===== src/uec_pkg.sv =====
package uec_pkg;
	// endpoint configuration limits
	localparam int EP_NUM = 4;
	localparam int EP_MAX_SIZE = 1024;
	localparam int DPRAM_BYTES = 4096;
	localparam logic [6:0] DEFAULT_ADDR = 7'h00;
	// clock rate, bus idle and resume drive times
	localparam int CLK_MHZ = 100;
	localparam int SUSPEND_MS = 3;
	localparam int RESUME_IDLE_MS = 5;
	localparam int RESUME_DRIVE_US = 1000;
	localparam int SUSPEND_CYC = SUSPEND_MS * 1000 * CLK_MHZ;
	localparam int RESUME_IDLE_CYC = RESUME_IDLE_MS * 1000 * CLK_MHZ;
	localparam int RESUME_DRIVE_CYC = RESUME_DRIVE_US * CLK_MHZ;
	// reset values
	localparam logic DETACH_RST = 1'b1;
	// host token kinds
	typedef enum logic [1:0] {
		UEC_TOK_SETUP = 2'b00,
		UEC_TOK_OUT = 2'b01,
		UEC_TOK_IN = 2'b10,
		UEC_TOK_SOF = 2'b11
	} uec_tok_e;
	// device answers
	typedef enum logic [2:0] {
		UEC_HS_NONE = 3'b000,
		UEC_HS_ACK = 3'b001,
		UEC_HS_NAK = 3'b010,
		UEC_HS_STALL = 3'b011,
		UEC_HS_DATA = 3'b100
	} uec_hs_e;
	// control transfer stages
	typedef enum logic [1:0] {
		UEC_ST_IDLE = 2'b00,
		UEC_ST_DATA_IN = 2'b01,
		UEC_ST_STATUS = 2'b10,
		UEC_ST_WAIT_SETUP = 2'b11
	} uec_stage_e;
endpackage


===== src/uec_link_if.sv =====
`timescale 1ns/1ps
interface uec_link_if;
	import uec_pkg::*;
	// token from host
	logic tok_valid;
	logic tok_ready;
	uec_tok_e tok_kind;
	logic [6:0] tok_addr;
	logic [1:0] tok_ep;
	logic tok_zlp;
	logic tok_retry;
	// answer from device
	logic ans_valid;
	uec_hs_e ans_hs;
	// bus line state
	logic bus_idle;
	logic host_resume_end;
	logic dev_resume_drive;
	logic pullup_en;
	modport device (input tok_valid, tok_kind, tok_addr, tok_ep, tok_zlp, tok_retry, bus_idle, host_resume_end,
		output tok_ready, ans_valid, ans_hs, dev_resume_drive, pullup_en);
	modport host (output tok_valid, tok_kind, tok_addr, tok_ep, tok_zlp, tok_retry, bus_idle, host_resume_end,
		input tok_ready, ans_valid, ans_hs, dev_resume_drive, pullup_en);
endinterface


===== src/uec_device.sv =====
`timescale 1ns/1ps
// How it works
// RQ1 - endpoint reset clears state, keeps configuration
// RQ2 - bus reset keeps endpoint interrupt flags
// RQ3 - toggle reset set clears data toggle
// RQ4 - software releases endpoint reset before use
// RQ5 - disabled endpoint held inactive and reset
// RQ6 - no ack until configuration valid
// RQ7 - address filter, default address zero
// RQ8 - address first, enable after zero-length IN
// RQ9 - address cleared on every reset
// RQ10 - idle 3 ms sets suspend flag
// RQ11 - activity sets bus_activity_flag; flags exclude each other
// RQ12 - detach resets high, removes pull-up
// RQ13 - remote wake after suspend, 5 ms idle
// RQ14 - resume sets flag, clears request, end flag
// RQ15 - stall answers IN and non-retry OUT, sets stalled flag
// RQ16 - setup acked on stalled control endpoint
// RQ17 - retry wins over stall
// RQ18 - setup always acked, no out flag
// RQ19 - bank control, rw-allowed read zero on control
// RQ20 - first status token naked, IN data dropped
// RQ21 - out retry acked; zero length clears count
// RQ22 - setup overrides, clears flags, resets FIFO
// RQ23 - separate set and clear strobes per flag
module uec_device import uec_pkg::*; #(
	parameter int SUSPEND_CYCLES = SUSPEND_CYC,
	parameter int RESUME_IDLE_CYCLES = RESUME_IDLE_CYC,
	parameter int RESUME_DRIVE_CYCLES = RESUME_DRIVE_CYC
) (
	// clock and reset
	input wire logic clk,
	input wire logic rst,
	input wire logic ce,
	// link
	uec_link_if.device link,
	// controller control
	input wire logic controller_enable_bit,
	input wire logic usb_bus_reset,
	// device control writes
	input wire logic addr_wr,
	input wire logic [6:0] addr_wdata,
	input wire logic addr_en_wdata,
	input wire logic detach_wr,
	input wire logic detach_wdata,
	input wire logic remote_wake_request_set,
	input wire logic [3:0] glob_flag_clear,
	// endpoint control, one entry per endpoint
	input wire logic [EP_NUM-1:0] endpoint_enable_bit,
	input wire logic [EP_NUM-1:0] endpoint_reset_bit,
	input wire logic [EP_NUM-1:0] ep_is_control,
	input wire logic [EP_NUM-1:0] bank_allocate,
	input wire logic [EP_NUM-1:0][1:0] bank_count,
	input wire logic [EP_NUM-1:0][10:0] endpoint_size,
	input wire logic [EP_NUM-1:0] toggle_reset_set,
	input wire logic [EP_NUM-1:0] stall_request_set,
	input wire logic [EP_NUM-1:0] stall_request_clear,
	input wire logic [EP_NUM-1:0] in_ready_set,
	input wire logic [EP_NUM-1:0] bank_control_set,
	input wire logic [EP_NUM-1:0][4:0] ep_flag_clear,
	// status
	output logic [6:0] device_address_field,
	output logic address_enable_bit,
	output logic detach_q,
	output logic remote_wake_request,
	output logic [3:0] glob_flags_q,
	output logic [EP_NUM-1:0] config_valid_flag,
	output logic [EP_NUM-1:0] toggle_reset_bit,
	output logic [EP_NUM-1:0] data_toggle_sequence,
	output logic [EP_NUM-1:0] stall_request_bit,
	output logic [EP_NUM-1:0][4:0] ep_flags_q,
	output logic [EP_NUM-1:0] bank_control_bit,
	output logic [EP_NUM-1:0] rw_allowed_bit,
	output logic [EP_NUM-1:0][10:0] byte_count_q,
	output logic [EP_NUM-1:0] endpoint_interrupt
);
	// ep flag bits: 0 setup, 1 out, 2 in ready, 3 in naked, 4 stalled
	// glob flag bits: 0 suspend, 1 activity, 2 upstream resume, 3 resume end

	// ****************************************
	// bus line conditioning
	// ****************************************
	logic [2:0] idle_sync_q;
	logic idle_s;
	logic [2:0] rend_sync_q;
	logic rend_s;
	logic rend_prev_q;
	always_ff @(posedge clk) begin
		if (rst) begin
			idle_sync_q <= 3'h7;
			rend_sync_q <= 3'h0;
		end else if (ce) begin
			idle_sync_q <= {idle_sync_q[1:0], link.bus_idle};
			rend_sync_q <= {rend_sync_q[1:0], link.host_resume_end};
		end
	end
	// a change counts once stage two and three agree
	always_ff @(posedge clk) begin
		if (rst) begin
			idle_s <= 1'b1;
			rend_s <= 1'b0;
			rend_prev_q <= 1'b0;
		end else if (ce) begin
			if (idle_sync_q[1] == idle_sync_q[2]) idle_s <= idle_sync_q[2];
			if (rend_sync_q[1] == rend_sync_q[2]) rend_s <= rend_sync_q[2];
			rend_prev_q <= rend_s;
		end
	end

	// ****************************************
	// two-entry token buffer
	// ****************************************
	logic [13:0] buf_q [2];
	logic [1:0] buf_cnt_q;
	logic buf_wp_q, buf_rp_q;
	wire buf_in_ok = link.tok_valid && (buf_cnt_q != 2'd2);
	wire buf_has = buf_cnt_q != 2'd0;
	wire [13:0] head = buf_q[buf_rp_q];
	wire buf_pop = buf_has;
	always_ff @(posedge clk) begin
		if (rst) begin
			buf_cnt_q <= 2'd0;
			buf_wp_q <= 1'b0;
			buf_rp_q <= 1'b0;
		end else if (ce) begin
			if (buf_in_ok) begin
				// spare low bit fills the word out to the field slices below
				buf_q[buf_wp_q] <= {link.tok_kind, link.tok_addr, link.tok_ep, link.tok_zlp, link.tok_retry, 1'b0};
				buf_wp_q <= ~buf_wp_q;
			end
			if (buf_pop) buf_rp_q <= ~buf_rp_q;
			buf_cnt_q <= buf_cnt_q + 2'(buf_in_ok) - 2'(buf_pop);
		end
	end
	assign link.tok_ready = buf_cnt_q != 2'd2;
	wire uec_tok_e h_kind = uec_tok_e'(head[13:12]);
	wire [6:0] h_addr = head[11:5];
	wire [1:0] h_ep = head[4:3];
	wire h_zlp = head[2];
	wire h_retry = head[1];

	// ****************************************
	// address, detach, suspend and resume
	// ****************************************
	wire dev_rst = rst || !controller_enable_bit || usb_bus_reset;
	wire [6:0] live_addr = address_enable_bit ? device_address_field : DEFAULT_ADDR; // [RQ7]
	wire addr_hit = h_addr == live_addr; // [RQ7]
	logic [31:0] idle_cnt_q;
	logic [31:0] drive_cnt_q;
	logic drive_q;
	wire activity = !idle_s;
	wire suspend_flag_set = idle_s && idle_cnt_q == 32'(SUSPEND_CYCLES - 1);
	wire rsm_start = remote_wake_request && !drive_q && idle_s && idle_cnt_q >= 32'(RESUME_IDLE_CYCLES - 1); // [RQ13]
	wire rsm_end = drive_q && drive_cnt_q == 32'(RESUME_DRIVE_CYCLES - 1);
	always_ff @(posedge clk) begin
		if (dev_rst) begin
			device_address_field <= DEFAULT_ADDR; // [RQ9]
			address_enable_bit <= 1'b0; // [RQ9]
		end else if (ce && addr_wr) begin
			device_address_field <= addr_wdata;
			address_enable_bit <= addr_en_wdata;
		end
	end
	always_ff @(posedge clk) begin
		if (rst) begin
			detach_q <= DETACH_RST; // [RQ12]
			link.pullup_en <= 1'b0;
			remote_wake_request <= 1'b0;
			glob_flags_q <= 4'h0;
			idle_cnt_q <= 32'h0;
			drive_cnt_q <= 32'h0;
			drive_q <= 1'b0;
			link.dev_resume_drive <= 1'b0;
		end else if (ce) begin
			if (detach_wr) detach_q <= detach_wdata;
			link.pullup_en <= !detach_q; // [RQ12]
			idle_cnt_q <= (activity || drive_q) ? 32'h0 : idle_cnt_q + 32'h1;
			if (remote_wake_request_set && glob_flags_q[0]) remote_wake_request <= 1'b1; // [RQ13]
			else if (rsm_end) remote_wake_request <= 1'b0; // [RQ14]
			drive_q <= rsm_start || (drive_q && !rsm_end);
			link.dev_resume_drive <= rsm_start || (drive_q && !rsm_end);
			drive_cnt_q <= drive_q ? drive_cnt_q + 32'h1 : 32'h0;
			// set wins over software clear
			glob_flags_q[0] <= (suspend_flag_set) || (glob_flags_q[0] && !glob_flag_clear[0] && !(activity && !drive_q)
				&& !rsm_start); // [RQ10] [RQ11] [RQ14]
			glob_flags_q[1] <= (activity && !drive_q) || (glob_flags_q[1] && !glob_flag_clear[1] && !suspend_flag_set); // [RQ11]
			glob_flags_q[2] <= rsm_start || (glob_flags_q[2] && !glob_flag_clear[2]); // [RQ14]
			glob_flags_q[3] <= (rend_s && !rend_prev_q) || (glob_flags_q[3] && !glob_flag_clear[3]); // [RQ14]
		end
	end

	// ****************************************
	// endpoints
	// ****************************************
	function automatic logic cfg_fits(input logic [10:0] sz, input logic [1:0] bk);
		logic [15:0] total;
		total = 16'(sz) * 16'(bk);
		cfg_fits = sz != 11'h0 && sz <= 11'(EP_MAX_SIZE) && bk != 2'd0 && total <= 16'(DPRAM_BYTES);
	endfunction

	uec_stage_e stage_q [EP_NUM];
	uec_hs_e ans_d;
	logic ans_v_d;
	always_comb begin
		ans_d = UEC_HS_NONE;
		ans_v_d = 1'b0;
		if (buf_pop && addr_hit && h_kind != UEC_TOK_SOF) begin
			ans_v_d = 1'b1;
			if (!config_valid_flag[h_ep] || !endpoint_enable_bit[h_ep] || endpoint_reset_bit[h_ep]) ans_d = UEC_HS_NONE; // [RQ6]
			else if (h_kind == UEC_TOK_SETUP) ans_d = UEC_HS_ACK; // [RQ18] [RQ16]
			else if (h_retry && h_kind == UEC_TOK_OUT) ans_d = UEC_HS_ACK; // [RQ21] [RQ17]
			else if (stall_request_bit[h_ep]) ans_d = UEC_HS_STALL; // [RQ15]
			else if (h_kind == UEC_TOK_IN && stage_q[h_ep] == UEC_ST_STATUS) ans_d = UEC_HS_NAK; // [RQ20]
			else if (h_kind == UEC_TOK_IN) ans_d = ep_flags_q[h_ep][2] ? UEC_HS_NAK : UEC_HS_DATA;
			else ans_d = UEC_HS_ACK;
		end
	end
	always_ff @(posedge clk) begin
		if (rst) begin
			link.ans_valid <= 1'b0;
			link.ans_hs <= UEC_HS_NONE;
		end else if (ce) begin
			link.ans_valid <= ans_v_d && ans_d != UEC_HS_NONE;
			link.ans_hs <= ans_d;
		end
	end

	for (genvar e = 0; e < EP_NUM; e++) begin : g_ep
		wire hit = buf_pop && addr_hit && h_ep == 2'(e) && ans_d != UEC_HS_NONE;
		wire is_setup = hit && h_kind == UEC_TOK_SETUP;
		wire is_out = hit && h_kind == UEC_TOK_OUT;
		wire is_in = hit && h_kind == UEC_TOK_IN;
		wire stalled = hit && ans_d == UEC_HS_STALL;
		wire ep_rst = rst || endpoint_reset_bit[e] || !endpoint_enable_bit[e]; // [RQ1] [RQ5] [RQ4]
		always_ff @(posedge clk) begin
			if (rst || !endpoint_enable_bit[e]) begin
				config_valid_flag[e] <= 1'b0;
				data_toggle_sequence[e] <= 1'b0; // [RQ5]
			end else if (ce) begin
				config_valid_flag[e] <= bank_allocate[e] && cfg_fits(endpoint_size[e], bank_count[e]); // [RQ6]
				if (toggle_reset_bit[e] || (usb_bus_reset && e == 0)) data_toggle_sequence[e] <= 1'b0; // [RQ3]
				else if (hit && ans_d != UEC_HS_STALL && ans_d != UEC_HS_NAK) data_toggle_sequence[e] <= ~data_toggle_sequence[e];
			end
		end
		always_ff @(posedge clk) begin
			if (ep_rst) begin
				// data toggle and configuration lie outside this reset
				stage_q[e] <= UEC_ST_IDLE; // [RQ1]
				toggle_reset_bit[e] <= 1'b0;
				stall_request_bit[e] <= 1'b0;
				ep_flags_q[e] <= 5'h00;
				bank_control_bit[e] <= 1'b0;
				rw_allowed_bit[e] <= 1'b0;
				byte_count_q[e] <= 11'h000;
				endpoint_interrupt[e] <= 1'b0;
			end else if (ce) begin
				// usb_bus_reset deliberately not used here [RQ2]
				toggle_reset_bit[e] <= toggle_reset_set[e]; // [RQ3] [RQ23]
				if (is_setup) stall_request_bit[e] <= 1'b0; // [RQ16] [RQ22]
				else if (stall_request_set[e]) stall_request_bit[e] <= 1'b1; // [RQ23]
				else if (stall_request_clear[e]) stall_request_bit[e] <= 1'b0; // [RQ15]
				if (is_setup) begin
					ep_flags_q[e] <= 5'b00001; // [RQ18] [RQ22]
					byte_count_q[e] <= 11'h000; // [RQ22]
					stage_q[e] <= UEC_ST_DATA_IN;
				end else begin
					ep_flags_q[e][0] <= ep_flags_q[e][0] && !ep_flag_clear[e][0];
					ep_flags_q[e][1] <= (is_out && !stalled) || (ep_flags_q[e][1] && !ep_flag_clear[e][1]); // [RQ15]
					// in-ready clear ignored while in status stage
					ep_flags_q[e][2] <= (is_out && h_retry) || in_ready_set[e] || (ep_flags_q[e][2]
						&& !(ep_flag_clear[e][2] && stage_q[e] != UEC_ST_STATUS)); // [RQ20] [RQ21] [RQ23]
					ep_flags_q[e][3] <= (is_in && ans_d == UEC_HS_NAK) || (ep_flags_q[e][3] && !ep_flag_clear[e][3]);
					ep_flags_q[e][4] <= stalled || (ep_flags_q[e][4] && !ep_flag_clear[e][4]); // [RQ15]
					if (is_out && h_zlp) byte_count_q[e] <= 11'h000; // [RQ21]
					if (is_in && stage_q[e] == UEC_ST_DATA_IN && ep_is_control[e] && h_zlp) stage_q[e] <= UEC_ST_STATUS;
					else if (is_out && stage_q[e] == UEC_ST_STATUS) stage_q[e] <= UEC_ST_WAIT_SETUP; // [RQ22]
				end
				endpoint_interrupt[e] <= stalled || (|ep_flags_q[e]); // [RQ15]
				bank_control_bit[e] <= ep_is_control[e] ? 1'b0 : (bank_control_set[e] || bank_control_bit[e]); // [RQ19]
				rw_allowed_bit[e] <= ep_is_control[e] ? 1'b0 : byte_count_q[e] != 11'h000; // [RQ19]
			end
		end
	end
endmodule


===== src/flat_wrapper.sv =====
// flat-port wrapper written by rule: the top's interface ports become plain ports
module uec_device_flat import uec_pkg::*;
#(
	parameter int SUSPEND_CYCLES = SUSPEND_CYC,
	parameter int RESUME_IDLE_CYCLES = RESUME_IDLE_CYC,
	parameter int RESUME_DRIVE_CYCLES = RESUME_DRIVE_CYC
)
  (clk, rst, ce, controller_enable_bit, usb_bus_reset, addr_wr, addr_wdata, addr_en_wdata, detach_wr, detach_wdata, remote_wake_request_set, glob_flag_clear, endpoint_enable_bit, endpoint_reset_bit, ep_is_control, bank_allocate, bank_count, endpoint_size, toggle_reset_set, stall_request_set, stall_request_clear, in_ready_set, bank_control_set, ep_flag_clear, device_address_field, address_enable_bit, detach_q, remote_wake_request, glob_flags_q, config_valid_flag, toggle_reset_bit, data_toggle_sequence, stall_request_bit, ep_flags_q, bank_control_bit, rw_allowed_bit, byte_count_q, endpoint_interrupt, link_tok_valid, link_tok_kind, link_tok_addr, link_tok_ep, link_tok_zlp, link_tok_retry, link_bus_idle, link_host_resume_end, link_tok_ready, link_ans_valid, link_ans_hs, link_dev_resume_drive, link_pullup_en);
  uec_link_if link_i ();
  input wire logic clk;
  input wire logic rst;
  input wire logic ce;
  input wire logic controller_enable_bit;
  input wire logic usb_bus_reset;
  input wire logic addr_wr;
  input wire logic [6:0] addr_wdata;
  input wire logic addr_en_wdata;
  input wire logic detach_wr;
  input wire logic detach_wdata;
  input wire logic remote_wake_request_set;
  input wire logic [3:0] glob_flag_clear;
  input wire logic [EP_NUM-1:0] endpoint_enable_bit;
  input wire logic [EP_NUM-1:0] endpoint_reset_bit;
  input wire logic [EP_NUM-1:0] ep_is_control;
  input wire logic [EP_NUM-1:0] bank_allocate;
  input wire logic [EP_NUM-1:0][1:0] bank_count;
  input wire logic [EP_NUM-1:0][10:0] endpoint_size;
  input wire logic [EP_NUM-1:0] toggle_reset_set;
  input wire logic [EP_NUM-1:0] stall_request_set;
  input wire logic [EP_NUM-1:0] stall_request_clear;
  input wire logic [EP_NUM-1:0] in_ready_set;
  input wire logic [EP_NUM-1:0] bank_control_set;
  input wire logic [EP_NUM-1:0][4:0] ep_flag_clear;
  output logic [6:0] device_address_field;
  output logic address_enable_bit;
  output logic detach_q;
  output logic remote_wake_request;
  output logic [3:0] glob_flags_q;
  output logic [EP_NUM-1:0] config_valid_flag;
  output logic [EP_NUM-1:0] toggle_reset_bit;
  output logic [EP_NUM-1:0] data_toggle_sequence;
  output logic [EP_NUM-1:0] stall_request_bit;
  output logic [EP_NUM-1:0][4:0] ep_flags_q;
  output logic [EP_NUM-1:0] bank_control_bit;
  output logic [EP_NUM-1:0] rw_allowed_bit;
  output logic [EP_NUM-1:0][10:0] byte_count_q;
  output logic [EP_NUM-1:0] endpoint_interrupt;
  input wire logic [$bits(link_i.tok_valid)-1:0] link_tok_valid;
  input wire logic [$bits(link_i.tok_kind)-1:0] link_tok_kind;
  input wire logic [$bits(link_i.tok_addr)-1:0] link_tok_addr;
  input wire logic [$bits(link_i.tok_ep)-1:0] link_tok_ep;
  input wire logic [$bits(link_i.tok_zlp)-1:0] link_tok_zlp;
  input wire logic [$bits(link_i.tok_retry)-1:0] link_tok_retry;
  input wire logic [$bits(link_i.bus_idle)-1:0] link_bus_idle;
  input wire logic [$bits(link_i.host_resume_end)-1:0] link_host_resume_end;
  output wire logic [$bits(link_i.tok_ready)-1:0] link_tok_ready;
  output wire logic [$bits(link_i.ans_valid)-1:0] link_ans_valid;
  output wire logic [$bits(link_i.ans_hs)-1:0] link_ans_hs;
  output wire logic [$bits(link_i.dev_resume_drive)-1:0] link_dev_resume_drive;
  output wire logic [$bits(link_i.pullup_en)-1:0] link_pullup_en;
  assign link_i.tok_valid = link_tok_valid;
  assign link_i.tok_kind = link_tok_kind;
  assign link_i.tok_addr = link_tok_addr;
  assign link_i.tok_ep = link_tok_ep;
  assign link_i.tok_zlp = link_tok_zlp;
  assign link_i.tok_retry = link_tok_retry;
  assign link_i.bus_idle = link_bus_idle;
  assign link_i.host_resume_end = link_host_resume_end;
  assign link_tok_ready = link_i.tok_ready;
  assign link_ans_valid = link_i.ans_valid;
  assign link_ans_hs = link_i.ans_hs;
  assign link_dev_resume_drive = link_i.dev_resume_drive;
  assign link_pullup_en = link_i.pullup_en;
  uec_device #(.SUSPEND_CYCLES(SUSPEND_CYCLES), .RESUME_IDLE_CYCLES(RESUME_IDLE_CYCLES), .RESUME_DRIVE_CYCLES(RESUME_DRIVE_CYCLES)) u_core (.clk(clk), .rst(rst), .ce(ce), .link(link_i), .controller_enable_bit(controller_enable_bit), .usb_bus_reset(usb_bus_reset), .addr_wr(addr_wr), .addr_wdata(addr_wdata), .addr_en_wdata(addr_en_wdata), .detach_wr(detach_wr), .detach_wdata(detach_wdata), .remote_wake_request_set(remote_wake_request_set), .glob_flag_clear(glob_flag_clear), .endpoint_enable_bit(endpoint_enable_bit), .endpoint_reset_bit(endpoint_reset_bit), .ep_is_control(ep_is_control), .bank_allocate(bank_allocate), .bank_count(bank_count), .endpoint_size(endpoint_size), .toggle_reset_set(toggle_reset_set), .stall_request_set(stall_request_set), .stall_request_clear(stall_request_clear), .in_ready_set(in_ready_set), .bank_control_set(bank_control_set), .ep_flag_clear(ep_flag_clear), .device_address_field(device_address_field), .address_enable_bit(address_enable_bit), .detach_q(detach_q), .remote_wake_request(remote_wake_request), .glob_flags_q(glob_flags_q), .config_valid_flag(config_valid_flag), .toggle_reset_bit(toggle_reset_bit), .data_toggle_sequence(data_toggle_sequence), .stall_request_bit(stall_request_bit), .ep_flags_q(ep_flags_q), .bank_control_bit(bank_control_bit), .rw_allowed_bit(rw_allowed_bit), .byte_count_q(byte_count_q), .endpoint_interrupt(endpoint_interrupt));
endmodule

===== config.mk =====
export PLATFORM = sky130hd
export DESIGN_NAME = uec_device_flat
export DESIGN_NICKNAME = d
export VERILOG_FILES = /design/src/uec_pkg.sv /design/src/uec_link_if.sv /design/src/uec_device.sv /design/src/flat_wrapper.sv
export SDC_FILE = /design/constraint.sdc
export NUM_CORES = 1
export LEC_CHECK = 0
export BUFFER_PORTS_ARGS = -buffer_cell sky130_fd_sc_hd__buf_2
export CAP_MARGIN = 20
export CORE_ASPECT_RATIO = 0.75
export CORE_MARGIN = 5
export CORE_UTILIZATION = 55
export CTS_CLUSTER_SIZE = 30
export DETAILED_ROUTE_END_ITERATION = 12
export PLACE_DENSITY = 0.79
export SLEW_MARGIN = 20
export SYNTH_ARGS = -nofsm -noshare
export SYNTH_HDL_FRONTEND = slang
export SYNTH_SLANG_ARGS = --single-unit

===== constraint.sdc =====
create_clock -name clk -period 3.75 [get_ports clk]
set_input_delay 0.1875 -clock clk [delete_from_list [all_inputs] [get_ports clk]]
set_output_delay 0.1875 -clock clk [all_outputs]
set_load 0.005 [all_outputs]

Word level (Yosys, flattened, before mapping)

Memory sizes are Yosys's and may differ from the RTL's. A register that Yosys moved wholly into a read port is not among the register bits.
Cells that the tools add are included.

$add $sub $neg: 4
Multiply operators: 4
Div/mod/pow operators: 0
Magnitude comparators: 10
Equality and inequality tests: 29
Shift-type cells: 0
Multiplexer cells: 150
Bitwise operators: 18
Reductions and logical operators: 272

Operators with widths:

| operator                                               | count |
|---|---|
| logical AND 1 bit                                      | 127 |
| two-way mux 1 bit                                      | 109 |
| two-way mux 11 bit                                     | 8 |
| nonzero test 11 bit                                    | 8 |
| adder 32 x 1 -> 32 bit, second input constant          | 2 |
| two-way mux 32 bit                                     | 2 |
| less-or-equal comparator 13 bit, second input constant | 4 |
| multiplier 11 x 2 -> 13 bit                            | 4 |
| logical OR 1 bit                                       | 51 |
| less-or-equal comparator 11 bit, second input constant | 4 |
| zero test 1 bit                                        | 43 |
| AND reduction 2 bit                                    | 18 |
| equality test 32 x 17 -> 1 bit, second input constant  | 1 |
| equality test 32 x 19 -> 1 bit, second input constant  | 1 |
| >= comparator 32 x 19 -> 1 bit, second input constant  | 1 |
| nonzero test 2 bit                                     | 14 |
| two-way mux 3 bit                                      | 9 |
| two-way mux 2 bit                                      | 12 |
| two-way mux 5 bit                                      | 4 |
| OR reduction 5 bit                                     | 4 |
| equality test 2 bit, second input constant             | 8 |
| nonzero test 3 bit                                     | 5 |
| equality test 2 x 1 -> 1 bit, second input constant    | 6 |
| inequality test 2 bit, second input constant           | 6 |
| 13 further kinds                                       | 36 |

Bits in registers: 189
Bits in latches: 0
RAM bits: 34
ROM bits: 0
Input port bits: 145
Memories: 2

Memory list:

| memory         | depth | width | rd ports | clocked after Yosys merged registers in | write ports | line              | RTL |
|---|---|---|---|---|---|---|---|
| u_core.buf_q   | 2     | 13    | 1        | 1                                       | 1           | uec_device.sv:113 | `logic [13:0] buf_q [2];` |
| u_core.stage_q | 4     | 2     | 5        | 0                                       | 4           | uec_device.sv:201 | `uec_stage_e stage_q [EP_NUM];` |

Longest topological paths before layout

Depth after elaboration: 23
Mapped depth: 11
Depth with buffers taken out: 10

Worst setup path after synthesis

No wires, ideal clock.

Kind: input-to-reg
Start: input bank_count[1] (netlist name)
End: register u_core.config_valid_flag[0]
Setup time: 0.127 ns
Arrival time: 2.531 ns
Path slack: 1.092 ns
Cell stages on the path: 11
Path buffers: 1
Cells stage by stage: clkbuf_1 -> and2_1 -> ha_1 -> fa_1 -> a211oi_1 -> o21bai_1 -> a2111oi_0 -> nor3_1 -> a31o_2 -> a22oi_1 -> o211ai_1

Longest elaborated chain between the ends: 4
Elaborated cells on any way between the ends: 6
Those cells by class: mul: 1; order compare: 1; reduce/logical: 4

Ends and longest elaborated chain:

| what                                                                        | line                                 | RTL |
|---|---|---|
| start: declaration                                                          | flat_wrapper.sv:26                   | `input wire logic [EP_NUM-1:0][1:0] bank_count;` |
| multiplier 11 x 2 -> 13 bit / nonzero test 2 bit (equally long branches)    | uec_device.sv:197, uec_device.sv:198 |  |
| less-or-equal comparator 13 bit / logical AND 1 bit (equally long branches) | uec_device.sv:198                    | `cfg_fits = sz != 11'h0 && sz <= 11'(EP_MAX_SIZE) && bk != 2'd0 && total <= 16'(DPRAM_BYTES);` |
| logical AND 1 bit (*)                                                       | uec_device.sv:198                    |  |
| logical AND 1 bit (*)                                                       | uec_device.sv:240                    | `config_valid_flag[e] <= bank_allocate[e] && cfg_fits(endpoint_size[e], bank_count[e]);` |
| end signal: indexed assignment                                              | uec_device.sv:240                    |  |
| end: declaration                                                            | uec_device.sv:67                     | `output logic [EP_NUM-1:0] config_valid_flag,` |

Every way passes the cells marked *; elsewhere a longest branch is shown, timed or not.
A chain may end at the register's enable or synchronous reset.

==> qor.txt <==
Sw Ratio -> 28.9%
final hold vios -> 0
insertion delay to the later sink of the worst-skew pair -> 430 ps
die footprint -> 22900 sq um
Reg power frac -> 45.0%
CTS tree -> built
top post-synthesis cells by area -> dfxtp_1 (26%), edfxtp_1 (9.3%), nor2_1 (5.3%)
reg2reg path depth -> 7
ys flop type -> dfxtp_1
Setup CP Type -> flop to flop
Synth cell types -> 70
post-CTS setup buffers -> 0
number of port buffers -> 209
post-CTS sizing -> 0
Area Growth Syn to Fin -> 17.2%
Remaining DRCs -> 0
NetSw -> 1.26 mW
IO Pins -> 258
RSZ-0062 raised after global routing -> false
outcome -> completed
Syn. warnings -> 0
pin count of the biggest net entering global routing -> 73
setup_tns -> 0 ps
vias in the first global route -> 9853
Internal -> 3.11 mW
hold worst-path end -> u_core.detach_q
CP arrival -> 3370 ps
leakage -> 5.27 nW
critical path endpoint category -> flop
worst-margin pin slew -> 1080 ps
initial antenna violation count -> 3
leading area contributor after synthesis -> dfxtp_1
Tcrit/Tclk final -> 86.2%
fmax -> 309 MHz
CP required -> 3890 ps
Hold Path Depth -> 3
most common cell in the netlist -> nor2_1
die extent in y -> 132 microns
multiplexer area fraction after synthesis -> 4.32%
Final nets -> 1711
fin crit period -> 3230 ps
layout cell share with drive strength beyond 1 -> 18.4%
post-synthesis adder-cell area fraction -> 5.53%
max cap viols -> 0
Clock Power Share -> 41.7%
Core Box Area -> 19500 sq um
Hold Crit Class -> primary input to flop
clock sink total -> 176
Synth top area share -> 26.0%
synth cell count leaders -> nor2_1 (155), dfxtp_1 (142), nand2_1 (116)
R2R Setup Slk -> 520 ps
Power Density -> 341 nW/um^2
Final ANT Viol Nets -> 0
R2R Path End -> u_core.stage_q[2][1]
worst hold slack -> 10.7 ps
Tot GR Track Use -> 26.3%
1st-iter DRT viols -> 915
H-tree Lvls -> 4
Starting Density -> 56.2%
Congestion Overflow GR -> 0
Via Count -> 10490
Rel. slew slack -> 27.9%
number of synthesized flops with an enable pin -> 34
pins over their slew limit -> 0
cell count after synthesis -> 1317
Post-Synth Simple-Gate Area -> 27.6%
Worst Path Max Fanout -> 12
clk_skew -> 17.5 ps
Combinational Power Share -> 13.3%
final WL -> 31.6 mm
Final Wtd Congestion -> 0.968
Mapped Area -> 10900 sq um
wire per inst -> 17.7 microns
first-pass GRT wire length -> 50.2 mm
drt pass-1 iters -> 7
XOR/XNOR Fraction of Synth Area -> 6.40%
asr flop ratio synth -> 0%
Die Wd -> 173 microns
Synth Area in Compound Gates -> 14.7%
startpoint types -> flop
sequential-to-total area share from yosys stat -> 35.3%
Finish-stage setup viols -> 0
DR vias/cell -> 5.86
Reg clk slew, reported paths -> 80 ps
main combinational cell family by area after synthesis -> simple AND/OR/NAND/NOR gates
clock root cell -> clkbuf_16
Max Root-Sink Buffers -> 2
HPWL after detailed placement -> 23.7 mm
Num CTS Buffers -> 17
worst vdd ir -> 0.000344 V
Min-Delay Startpoint -> detach_wdata
std cell rows -> 44
synthesized flop and latch total -> 176
Syn Area/Cell -> 8.31 sq um
## area by class of cell
class	instances	area [sq um]
Multi-Input combinational cell	1064	6610
Sequential cell	176	3860
Fill cell	1662	6660
Timing Repair Buffer	235	1300
Antenna cell	3	7.51
Clock buffer	17	425
Inverter	26	97.6
Clock inverter	15	201
Tap cell	253	317
## power groups by stage
stage | Clock (mW) | Sequential [mW] | Combinational [mW]
2_1_floorplan | 0 | 2.01 | 0.400
3_3_place_gp | 0 | 2.01 | 0.540
3_5_place_dp | 0 | 2.01 | 0.553
4_1_cts | 1.84 | 1.97 | 0.570
5_1_grt | 1.94 | 1.97 | 0.642
6_report | 1.82 | 1.97 | 0.582
## stage by stage
step                      setup WS, ps  utilization [%]  power [mW]  area, sq um  instances
final                              518             65.8        4.38        12800       1789
after global routing               411             65.8        4.55        12800       1789
after CTS                          575             65.7        4.38        12800       1785
after detailed placement           608             61.6        2.57        12000       1736
after global placement             755             61.6        2.55        12000       1736
after floorplan                   1090                -        2.41        11100       1364
## placed cells by master, fill, tap and decap left out, drive strengths merged, types with 26 or more instances in the layout
cell,instances
dfxtp,142
edfxtp,34
nor2,155
inv,32
mux2i,33
o21ai,65
nand4,26
xnor2,26
ha,42
and2,87
nand3,69
a21oi,74
xor2,54
nor3,27
buf,217
conb,48
nand2,116
## worst max-delay path, stage by stage (launching register included)
cell       delay (ps)
dfxtp_1           660
mux2i_2           510
o22ai_1           170
or4_1             570
nand4bb_4         270
nor3_2            440
o211ai_1          170
nand2_1           140
## registers in the layout, indices dropped and copies added (netlist names), 2 cells and up, named ones only
register,count
u_core.ep_flags_q,20
u_core.idle_sync_q,3
u_core.data_toggle_sequence,4
u_core.buf_cnt_q,2
u_core.device_address_field,7
u_core.link.ans_hs,3
u_core.buf_q,26
u_core.drive_cnt_q,32
u_core.rend_sync_q,3
u_core.bank_control_bit,4
u_core.toggle_reset_bit,4
u_core.endpoint_interrupt,4
u_core.idle_cnt_q,32
u_core.stall_request_bit,4
u_core.glob_flags_q,4
u_core.config_valid_flag,4
u_core.stage_q,8
## worst max path at each step
stage / end / slack, ps / cells past startpoint
floorplan: u_core.config_valid_flag[0] / 1090 / 11
global placement: u_core.ep_flags_q[18] / 760 / 7
detailed placement: u_core.stage_q[2][0] / 610 / 7
CTS: u_core.stage_q[2][1] / 580 / 7
global route: u_core.stage_q[2][0] / 410 / 7
finish: u_core.stage_q[2][1] / 520 / 7
## what timing repair did
| action | 4_1_cts | 5_1_grt |
|---|---|---|
| endpoints found under the hold margin | 30 | 1 |
| endpoints found under the setup margin | 0 | 0 |
| hold buffers | 17 | 1 |
## cell families (layout without fill, tap and decap cells)
kind of cell	count (synthesis)	after routing
simple gates	592	592
xor+xnor	80	80
flops	176	176
buf+inv	124	293
compound gates	254	254
mux	44	44
other cells	1	51
fa+ha+maj	46	46
## metal layers
metal  share of wire (%)  global-route usage (%)
met1                  44                    35.4
met2                  45                    41.4
met3                 8.9                    6.94
met4                 2.7                    8.42
met5                   0                       0
Power figures use the tool's default switching activity.
